==> src/hdl/fea_pkg.sv <==
/*
 * constants and types for the extended address former of a serial flash.
 * assumes a single 50 MHz system clock; the link runs far slower.
 */
package fea_pkg;

    // command opcodes seen on the serial input
    localparam logic [7:0] OP_READ_3B = 8'h03;
    localparam logic [7:0] OP_READ_4B = 8'h13;
    localparam logic [7:0] OP_OTP_READ = 8'h4b;
    localparam logic [7:0] OP_BANK_WRITE = 8'h17;
    localparam logic [7:0] OP_BANK_READ = 8'h16;
    localparam logic [7:0] OP_READ_ID = 8'h9f;

    // bank register layout and reset value
    localparam int BANK_EXT_BIT = 7;
    localparam int BANK_HI_MSB = 6;
    localparam logic [7:0] BANK_RESET = 8'h00;

    // last bit index of each serial field, counted from zero
    localparam logic [5:0] LAST_BIT_BYTE = 6'h07;
    localparam logic [5:0] LAST_BIT_3B = 6'h17;
    localparam logic [5:0] LAST_BIT_4B = 6'h1f;

    typedef enum logic [2:0] {
        ST_CMD = 3'b000,
        ST_ADDR = 3'b001,
        ST_BANK_WR = 3'b010,
        ST_BANK_RD = 3'b011,
        ST_REST = 3'b100
    } fea_state_type;

    typedef enum logic [1:0] {
        SPACE_MAIN = 2'b00,
        SPACE_ID = 2'b01,
        SPACE_OTP = 2'b10
    } fea_space_type;

endpackage : fea_pkg

==> src/hdl/fea_addr.sv <==
/*
 * serial command front end that forms 32-bit addresses from three- or
 * four-byte address fields, with a command-loadable bank register.
 * assumes spi mode 0 from the host (sample on rising sck) and an sck
 * at least eight times slower than clk; all pins are asynchronous.
 */
// Summary of operation
// - addresses handed to the array side are a full 32 bits wide.
// - a three-byte field reaches only 16 Mbytes, so upper bits come from the bank.
// - legacy commands still take a three-byte address by default.
// - a bank register written by a host command supplies the upper bits.
// - the top bank bit makes the legacy read command take four address bytes; no other command depends on it.
// - the dedicated four-byte commands always take four address bytes.
// - reset clears the bank register and so returns to three-byte mode.
// - the small variant drops bits 31 to 24 for main array accesses.
// - accesses to other spaces keep all 32 address bits.
// - the identification command selects its own read-only space.
// - the one-time-programmable space is reached by its own command.
`timescale 1ns/1ps
module fea_addr
    import fea_pkg::*;
(
    // clock and reset
    input wire logic clk,
    input wire logic rst_n,
    // serial link pins
    input wire logic sck,
    input wire logic cs_n,
    input wire logic si,
    output logic so,
    output logic so_oe_n,
    // density strap, high for the small variant
    input wire logic small_density,
    // array side
    output logic addr_valid,
    output logic [31:0] eff_addr,
    output logic [1:0] addr_space,
    output logic [7:0] bank_reg
);

    // field width for an opcode; used at decode and nowhere cheaper
    function automatic logic [5:0] last_addr_bit(input logic [7:0] op,
                                                 input logic ext);
        if (op == OP_READ_3B) begin
            last_addr_bit = ext ? LAST_BIT_4B : LAST_BIT_3B;
        end else begin
            last_addr_bit = LAST_BIT_4B;
        end
    endfunction : last_addr_bit

    // reset release through two flops
    logic rst_meta_n;
    logic rst_sync_n;

    always_ff @(posedge clk or negedge rst_n) begin
        if (!rst_n) begin
            rst_meta_n <= 1'b0;
            rst_sync_n <= 1'b0;
        end else begin
            rst_meta_n <= 1'b1;
            rst_sync_n <= rst_meta_n;
        end
    end

    // pin synchronisers; stage one feeds only stage two
    logic [3:0] pin_meta;
    logic [3:0] pin_sync;
    logic sck_last;

    always_ff @(posedge clk or negedge rst_sync_n) begin
        if (!rst_sync_n) begin
            pin_meta <= 4'hb;
            pin_sync <= 4'hb;
            sck_last <= 1'b0;
        end else begin
            pin_meta <= {small_density, sck, cs_n, si};
            pin_sync <= pin_meta;
            sck_last <= pin_sync[2];
        end
    end

    logic si_s;
    logic cs_hi;
    logic sck_s;
    logic small_s;
    logic sck_rise;
    logic sck_fall;

    assign si_s = pin_sync[0];
    assign cs_hi = pin_sync[1];
    assign sck_s = pin_sync[2];
    assign small_s = pin_sync[3];
    assign sck_rise = sck_s & ~sck_last;
    assign sck_fall = ~sck_s & sck_last;

    // sequencer state
    fea_state_type state;
    fea_state_type next_state;
    logic [5:0] bit_cnt;
    logic [5:0] next_bit_cnt;
    logic [31:0] shift_in;
    logic [31:0] next_shift_in;
    logic [7:0] shift_out;
    logic [7:0] next_shift_out;
    logic [5:0] addr_last;
    logic [5:0] next_addr_last;
    logic [1:0] next_addr_space;
    logic [7:0] next_bank_reg;
    logic next_addr_valid;
    logic [31:0] next_eff_addr;
    logic next_so;
    logic next_so_oe_n;

    always_comb begin
        next_state = state;
        next_bit_cnt = bit_cnt;
        next_shift_in = shift_in;
        next_shift_out = shift_out;
        next_addr_last = addr_last;
        next_addr_space = addr_space;
        next_bank_reg = bank_reg;
        next_addr_valid = 1'b0;
        next_eff_addr = eff_addr;
        next_so = so;
        next_so_oe_n = so_oe_n;
        if (cs_hi) begin
            // deselect ends any command, even a partial one
            next_state = ST_CMD;
            next_bit_cnt = 6'h00;
            next_so_oe_n = 1'b1;
        end else if (sck_rise) begin
            next_shift_in = {shift_in[30:0], si_s};
            next_bit_cnt = bit_cnt + 6'h01;
            case (state)
                ST_CMD: begin
                    if (bit_cnt == LAST_BIT_BYTE) begin
                        next_bit_cnt = 6'h00;
                        next_addr_last = last_addr_bit(next_shift_in[7:0],
                                                       bank_reg[BANK_EXT_BIT]);
                        case (next_shift_in[7:0])
                            OP_READ_3B, OP_READ_4B: begin
                                next_addr_space = SPACE_MAIN;
                                next_state = ST_ADDR;
                            end
                            OP_OTP_READ: begin
                                next_addr_space = SPACE_OTP;
                                next_state = ST_ADDR;
                            end
                            OP_BANK_WRITE: begin
                                next_state = ST_BANK_WR;
                            end
                            OP_BANK_READ: begin
                                next_shift_out = bank_reg;
                                next_state = ST_BANK_RD;
                            end
                            OP_READ_ID: begin
                                // no address field; the id space starts at 0
                                next_addr_space = SPACE_ID;
                                next_eff_addr = 32'h0000_0000;
                                next_addr_valid = 1'b1;
                                next_state = ST_REST;
                            end
                            default: begin
                                next_state = ST_REST;
                            end
                        endcase
                    end
                end
                ST_ADDR: begin
                    if (bit_cnt == addr_last) begin
                        if (addr_last == LAST_BIT_3B) begin
                            // bank fills bits 30..24, bit 31 stays clear
                            next_eff_addr = {1'b0,
                                bank_reg[BANK_HI_MSB:0],
                                next_shift_in[23:0]};
                        end else begin
                            next_eff_addr = next_shift_in;
                        end
                        if (small_s && addr_space == SPACE_MAIN) begin
                            next_eff_addr[31:24] = 8'h00;
                        end
                        next_addr_valid = 1'b1;
                        next_state = ST_REST;
                    end
                end
                ST_BANK_WR: begin
                    if (bit_cnt == LAST_BIT_BYTE) begin
                        next_bank_reg = next_shift_in[7:0];
                        next_state = ST_REST;
                    end
                end
                ST_BANK_RD, ST_REST: begin
                    // counter wraps harmlessly; nothing reads it here
                end
                default: begin
                    next_state = ST_REST;
                end
            endcase
        end else if (sck_fall && state == ST_BANK_RD) begin
            // repeats the bank byte for as long as the host clocks
            next_so = shift_out[7];
            next_shift_out = {shift_out[6:0], shift_out[7]};
            next_so_oe_n = 1'b0;
        end
    end

    always_ff @(posedge clk or negedge rst_sync_n) begin
        if (!rst_sync_n) begin
            state <= ST_CMD;
            bit_cnt <= 6'h00;
            shift_in <= 32'h0000_0000;
            shift_out <= 8'h00;
            addr_last <= LAST_BIT_3B;
            addr_space <= SPACE_MAIN;
            bank_reg <= BANK_RESET;
            addr_valid <= 1'b0;
            eff_addr <= 32'h0000_0000;
            so <= 1'b0;
            so_oe_n <= 1'b1;
        end else begin
            state <= next_state;
            bit_cnt <= next_bit_cnt;
            shift_in <= next_shift_in;
            shift_out <= next_shift_out;
            addr_last <= next_addr_last;
            addr_space <= next_addr_space;
            bank_reg <= next_bank_reg;
            addr_valid <= next_addr_valid;
            eff_addr <= next_eff_addr;
            so <= next_so;
            so_oe_n <= next_so_oe_n;
        end
    end

endmodule : fea_addr

==> config.mk <==
export PLATFORM = sky130hd
export DESIGN_NAME = fea_addr
export DESIGN_NICKNAME = d
export VERILOG_FILES = /design/src/hdl/fea_pkg.sv /design/src/hdl/fea_addr.sv
export SDC_FILE = /design/constraint.sdc
export NUM_CORES = 1
export LEC_CHECK = 0
export BUFFER_PORTS_ARGS = -buffer_cell sky130_fd_sc_hd__buf_2
export CORE_MARGIN = 2
export CORE_UTILIZATION = 60
export CTS_BUF_LIST = sky130_fd_sc_hd__clkbuf_8
export DETAILED_ROUTE_END_ITERATION = 8
export GPL_ROUTABILITY_DRIVEN = 0
export PLACE_DENSITY_LB_ADDON = 0.15
export SKIP_CTS_REPAIR_TIMING = 1
export SLEW_MARGIN = 20
export SYNTH_ARGS = -nofsm -noshare
export SYNTH_HDL_FRONTEND = slang
export SYNTH_SLANG_ARGS = --single-unit
==> constraint.sdc <==
create_clock -name clk -period 3.4 [get_ports clk]
set_input_delay 0 -clock clk [delete_from_list [all_inputs] [get_ports clk]]
set_output_delay 0 -clock clk [all_outputs]
set_load 0.02 [all_outputs]
==> results.toml, run 1 <==
[layout]
finalNonFillerCells = 482
antenna_cells = 0
nNetsFinal = 388
largest_register_ffs = 32
area_growth_pct = 14.3
reg_top3 = "eff_addr (32), shift_in (31)"
top_register = "eff_addr"
filler_cell_count = 505
drive_above_1_share = 0.368

[grt]
grtUsageMet3 = 0.0364
grt_max_degree = 60
grtUsageTotal = 0.214
use_met2 = 0.314
grt-ovfl-total = 0
grt_pass1_vias = 2539
grt_first_pass_wirelength_microns = 12700
antenna_found_initial = 0
gr-usage-met1 = 0.317
busiest_layer = "met1"

[setup_path]
crit_start = "bit_cnt[0]"
r2r_cells = 6
r2r-end = "eff_addr[14]"
crit_arrival_ns = 2.74
crit_slowest_cell = "o211ai_2"
path_cells = "ha_1 -> and3b_1 -> and4_1 -> o211ai_2 -> buf_4 -> a22o_1"
crit_path_start_kind = "flop"
timing.rr.start = "bit_cnt[0]"
crit_type = "flop to flop"
crit_path_end = "eff_addr[14]"
rrSetupSlack_ns = 0.97
crit_fanout = 16
endpoint_kind = "flop"
slowest_delay_ns = 0.72
critPathRequiredTime_ns = 3.71

[sta]
slew_violations = 0
setup_violations = 0
setup_tns_ns = 0
fin_skew_ns = 0.0159
fmax_mhz = 411
slew_headroom = 0.339
min_period_over_period = 0.716
rsz0062_at_grt = "false"
final.min_clock_period_ns = 2.43
report.final.hold_viol_count = 0
worst_pin_slew_ns = 0.989
hold_ws_ns = 0.281

[job]
drv_cap = 0

[routing]
via_per_inst = 5.67
dr_total_vias = 2733
drc = 0
ant_nets = 0
postRouteWirelength_microns = 7980
drt-initial-drc-count = 159
drtPass1Iterations = 4
wl_per_cell_microns = 16.5

[cts]
cts_tree = "yes"
cts.sinks = 105
clock_path_buffers = 2
cts_buffers = 9
root_buffer = "clkbuf_8"
htree_levels = 3
clk_pin_slew_worst_paths_ns = 0.11
clk_latency_ns = 0.37

[synth]
synth_cell_types = 49
synth_common_cells = "dfrtp_1 (98), mux2_2 (54), nand2_1 (32), a22o_1 (24)"
yosysWarnings = 0
synth_edf_count = 0
synth_top_area_share = 0.569
avgSynthCellArea_sq_um = 13.3
synth_most_common_cell = "dfrtp_1"
synth-seq-cells = 105
ys.flop_type = "dfrtp_1"
yosys-top-cells-area = "dfrtp_1 (57%), mux2_2 (14%), a22o_1 (4.9%)"
synth_fp_nets = 332
synthCells = 325
synth_area_sq_um = 4310
synthArstFlopShare = 1.00
netlist.top_cell.by_area = "dfrtp_1"
yosysSeqAreaShare = 0.612

[power_and_ir_drop]
ir_drop_v = 0.000354
p_leak_nw = 2.45
powerDensity_nw_per_um2 = 463
total_power_mw = 2.28

[floorplanning]
initial_utilization = 0.627
io_pins = 51
die_area_sq_um = 7870
die_w_microns = 88.7
core_sq_um = 6870
fp.dieH_microns = 88.7
rows = 30

[placement]
port_buffers = 50
place_hpwl_microns = 5250
dpl.cell_count = 460

[hold_path]
holdPathStages = 2
min-delay-path-class = "primary input to flop"

[run_status]
status = "finished, final reports clean"
## routing by layer
layer  vias up  routed length, microns  share of wire
met5         -                       0              0
met2        65                    3720           0.47
met1      1380                    3800           0.48
met4         0                     165          0.021
met3        11                     300          0.038
li1       1277                       -              -
## report_power, final
part	internal [mW]	switching (mW)
Clock	0.297	0.466
Sequential	1.30	0.0937
Combinational	0.0646	0.0551
Total	1.67	0.615
## placed cells by master (no fill, tap or decap), types with 3 or more instances in the layout
master | netlist | layout
a21oi_1 | 5 | 5
a22o_1 | 24 | 24
buf_2 | 9 | 50
buf_4 | 0 | 7
clkbuf_8 | 0 | 9
dfrtp_1 | 98 | 97
dfstp_2 | 7 | 7
dlygate4sd3_1 | 0 | 6
inv_1 | 4 | 4
inv_8 | 0 | 4
mux2_2 | 54 | 54
mux2i_1 | 7 | 7
nand2_1 | 32 | 32
nand3_1 | 4 | 4
nand4_1 | 4 | 4
nand4b_1 | 3 | 3
nor2_1 | 9 | 9
nor2b_1 | 9 | 9
nor3_1 | 4 | 4
o21ai_0 | 5 | 5
## stage by stage
step	instance area, sq um	worst slack, ns	util
finish	4920	0.967	0.717
global route	4920	0.817	0.717
CTS	4860	0.932	0.708
detailed placement	4660	0.952	0.679
global placement	4660	1.05	0.679
floorplan	4310	0.271	-
## area by class of cell
type                            count  area, sq um  area share
Multi-Input combinational cell    198         1580       0.321
Clock inverter                      7         78.8      0.0160
Tap cell                           96          120      0.0244
Inverter                            4         15.0     0.00305
Sequential cell                   105         2640       0.536
Clock buffer                        9          124      0.0252
Timing Repair Buffer               63          363      0.0737
## cell families (layout without fill, tap and decap cells)
| group | after synthesis | count (layout) | share of synthesized area |
|---|---|---|---|
| simple gates | 83 | 83 | 0.105 |
| mux | 63 | 63 | 0.163 |
| fa+ha+maj | 1 | 1 | 0.00290 |
| other cells | 1 | 1 | 0.000870 |
| compound gates | 47 | 47 | 0.0889 |
| flops | 105 | 105 | 0.612 |
| buf+inv | 22 | 83 | 0.0218 |
| xor+xnor | 3 | 3 | 0.00610 |
## worst max-delay path, delay by kind of cell, from the launching register on
family	cells	cell delay, ns
AOI/OAI and AO/OA	2	0.89
adders and majority gates	1	0.25
and+or+nand+nor	2	0.46
buffers and inverters	1	0.35
DFF	1	0.42
## how the worst min path moves through the flow
stage / start / endpoint / slack (ns)
final: cs_n / pin_meta[1] / 0.28
after CTS: rst_n / rst_sync_n / -0.61
after global routing: cs_n / pin_meta[1] / 0.26
after floorplan: rst_n / rst_meta_n / -0.30
after detailed placement: rst_n / rst_meta_n / -0.21
after global placement: rst_n / rst_meta_n / -0.22
No activity file was read; power rests on OpenSTA's default activity.
==> run 2: changes to the inputs <==
- CORE_UTILIZATION: 60 -> 54
- clock period: 3.4 -> 2 ns (I/O delays scaled with it)
==> run 2 against run 1 <==
  * Worst setup slack got worse by 0.90 ns
  * Power rose by 73%
  * Worst hold slack got worse by 0.0087 ns
  * Count of clock-buffer cells in the layout rose by 1
  * Combinational power rose to 3.4 times the previous value
  * Register-to-register slack got worse by 0.90 ns
  * Maximum frequency rose by 26%
  * Via count rose by 5.3%
==> results.toml, run 2 (same netlist as run 1, synthesis figures left out) <==
[setup_path]
crit_arrival_ns = 2.19
endpoint_kind = "flop"
critPathRequiredTime_ns = 2.25
crit_fanout = 8
crit_type = "flop to flop"
slowest_delay_ns = 0.48
path_cells = "or4bb_1 -> or3_4 -> o31ai_4 -> buf_12 -> mux2_2"
crit_path_start_kind = "flop"
crit_slowest_cell = "or4bb_1"

[routing]
postRouteWirelength_microns = 8570
dr_total_vias = 2879
drtPass1Iterations = 4
via_per_inst = 5.56
drt-initial-drc-count = 132
drc = 0
wl_per_cell_microns = 16.5
ant_nets = 0

[cts]
cts_tree = "yes"
cts.sinks = 105
clk_pin_slew_worst_paths_ns = 0.09
htree_levels = 3
cts_buffers = 9
clk_latency_ns = 0.37
root_buffer = "clkbuf_8"
clock_path_buffers = 2

[layout]
final_area_sq_um = 5210
reg_top3 = "eff_addr (32), shift_in (31)"
antenna_cells = 0
top_register = "eff_addr"
largest_register_ffs = 32
layout_common_cells = "dfrtp_1 (96), mux2_2 (54), buf_2 (50)"
final_common_cell = "dfrtp_1"
filler_cell_count = 572
drive_above_1_share = 0.423
area_growth_pct = 20.9
nNetsFinal = 418

[sta]
min_period_over_period = 0.969
report.final.hold_viol_count = 0
slew_violations = 0
worst_pin_slew_ns = 0.601
slew_headroom = 0.589
worst_slack_ns = 0.0629
fin_skew_ns = 0.0150
final.min_clock_period_ns = 1.94
setup_tns_ns = 0
fmax_mhz = 516
setup_violations = 0

[floorplanning]
core_sq_um = 7730
initial_utilization = 0.557
fp.dieH_microns = 93.3
io_pins = 51
die_w_microns = 93.3
die_area_sq_um = 8710
rows = 32

[grt]
grtUsageTotal = 0.212
grt_pass1_vias = 2735
gr-usage-met1 = 0.320
antenna_found_initial = 0
grt_first_pass_wirelength_microns = 14200
grt_max_degree = 40
grt-ovfl-total = 0
busiest_layer = "met1"
grtUsageMet3 = 0.0387
use_met2 = 0.309

[placement]
place_hpwl_microns = 5810
post_dp_cell_area_sq_um = 4880
pre_cts_ws_ns = -0.00698
port_buffers = 50

[power_and_ir_drop]
p_leak_nw = 2.59
ir_drop_v = 0.000444
powerDensity_nw_per_um2 = 758

[job]
drv_cap = 0

[hold_path]
min-delay-path-class = "primary input to flop"

[run_status]
status = "finished, final reports clean"
run 2: cell types whose count changed in the layout (fill, tap and decap cells not counted), moves of 2 or more:
cell / delta
clkinvlp_4: +2
inv_8: -4
buf_6: +3
buf_12: +2
buf_4: +25
run 2: worst paths after layout:
path | startpoint | end | slack (ns) | cells after the start
setup reg to reg | pin_sync[2] | shift_out[5] | 0.06 | 5
hold / removal | cs_n | pin_meta[1] | 0.27 | 2
hold reg to reg | rst_sync_n | eff_addr[6] | 0.31 | 0
min in group asynchronous | rst_sync_n | eff_addr[6] | 0.31 | 0
max in group asynchronous | rst_sync_n | pin_sync[1] | 1.01 | 1
setup / recovery | pin_sync[2] | shift_out[5] | 0.06 | 5
run 2: per-layer routing:
metal / vias up / wire length, microns
met5: - / 0
met4: 0 / 132
met3: 10 / 363
met2: 60 / 3880
met1: 1464 / 4200
li1: 1345 / -
run 2: cell type report:
cell class	instances	area, sq um	share of cell area
Inverter	4	15.0	0.00288
Tap cell	102	128	0.0245
Timing Repair Buffer	93	624	0.120
Sequential cell	105	2640	0.507
Multi-Input combinational cell	198	1610	0.309
Clock inverter	6	50.0	0.00961
Clock buffer	10	138	0.0264
run 2: critical path, delay by kind of cell, from the launching register on:
kind                   cells  cell delay (ns)
DFF                        1             0.43
AOI/OAI and AO/OA          1             0.08
buffers and inverters      1             0.16
and+or+nand+nor            2             0.84
muxes                      1             0.33
run 2: where the power goes:
| group | leakage [nW] | internal (mW) | switching, mW |
|---|---|---|---|
| registers | 1.42 | 2.22 | 0.0739 |
| logic | 1.09 | 0.201 | 0.213 |
| clock network | 0.0895 | 0.500 | 0.741 |
run 2: per-stage QoR:
step                total power [mW]   util  hold WS (ns)  std cells
detailed placement              2.73  0.632        -0.210        491
global route                    4.13  0.674         0.263        518
global placement                2.72  0.632        -0.215        491
finish                          3.95  0.674         0.272        518
floorplan                       2.52      -        -0.296        325
CTS                             3.95  0.656        -0.602        507
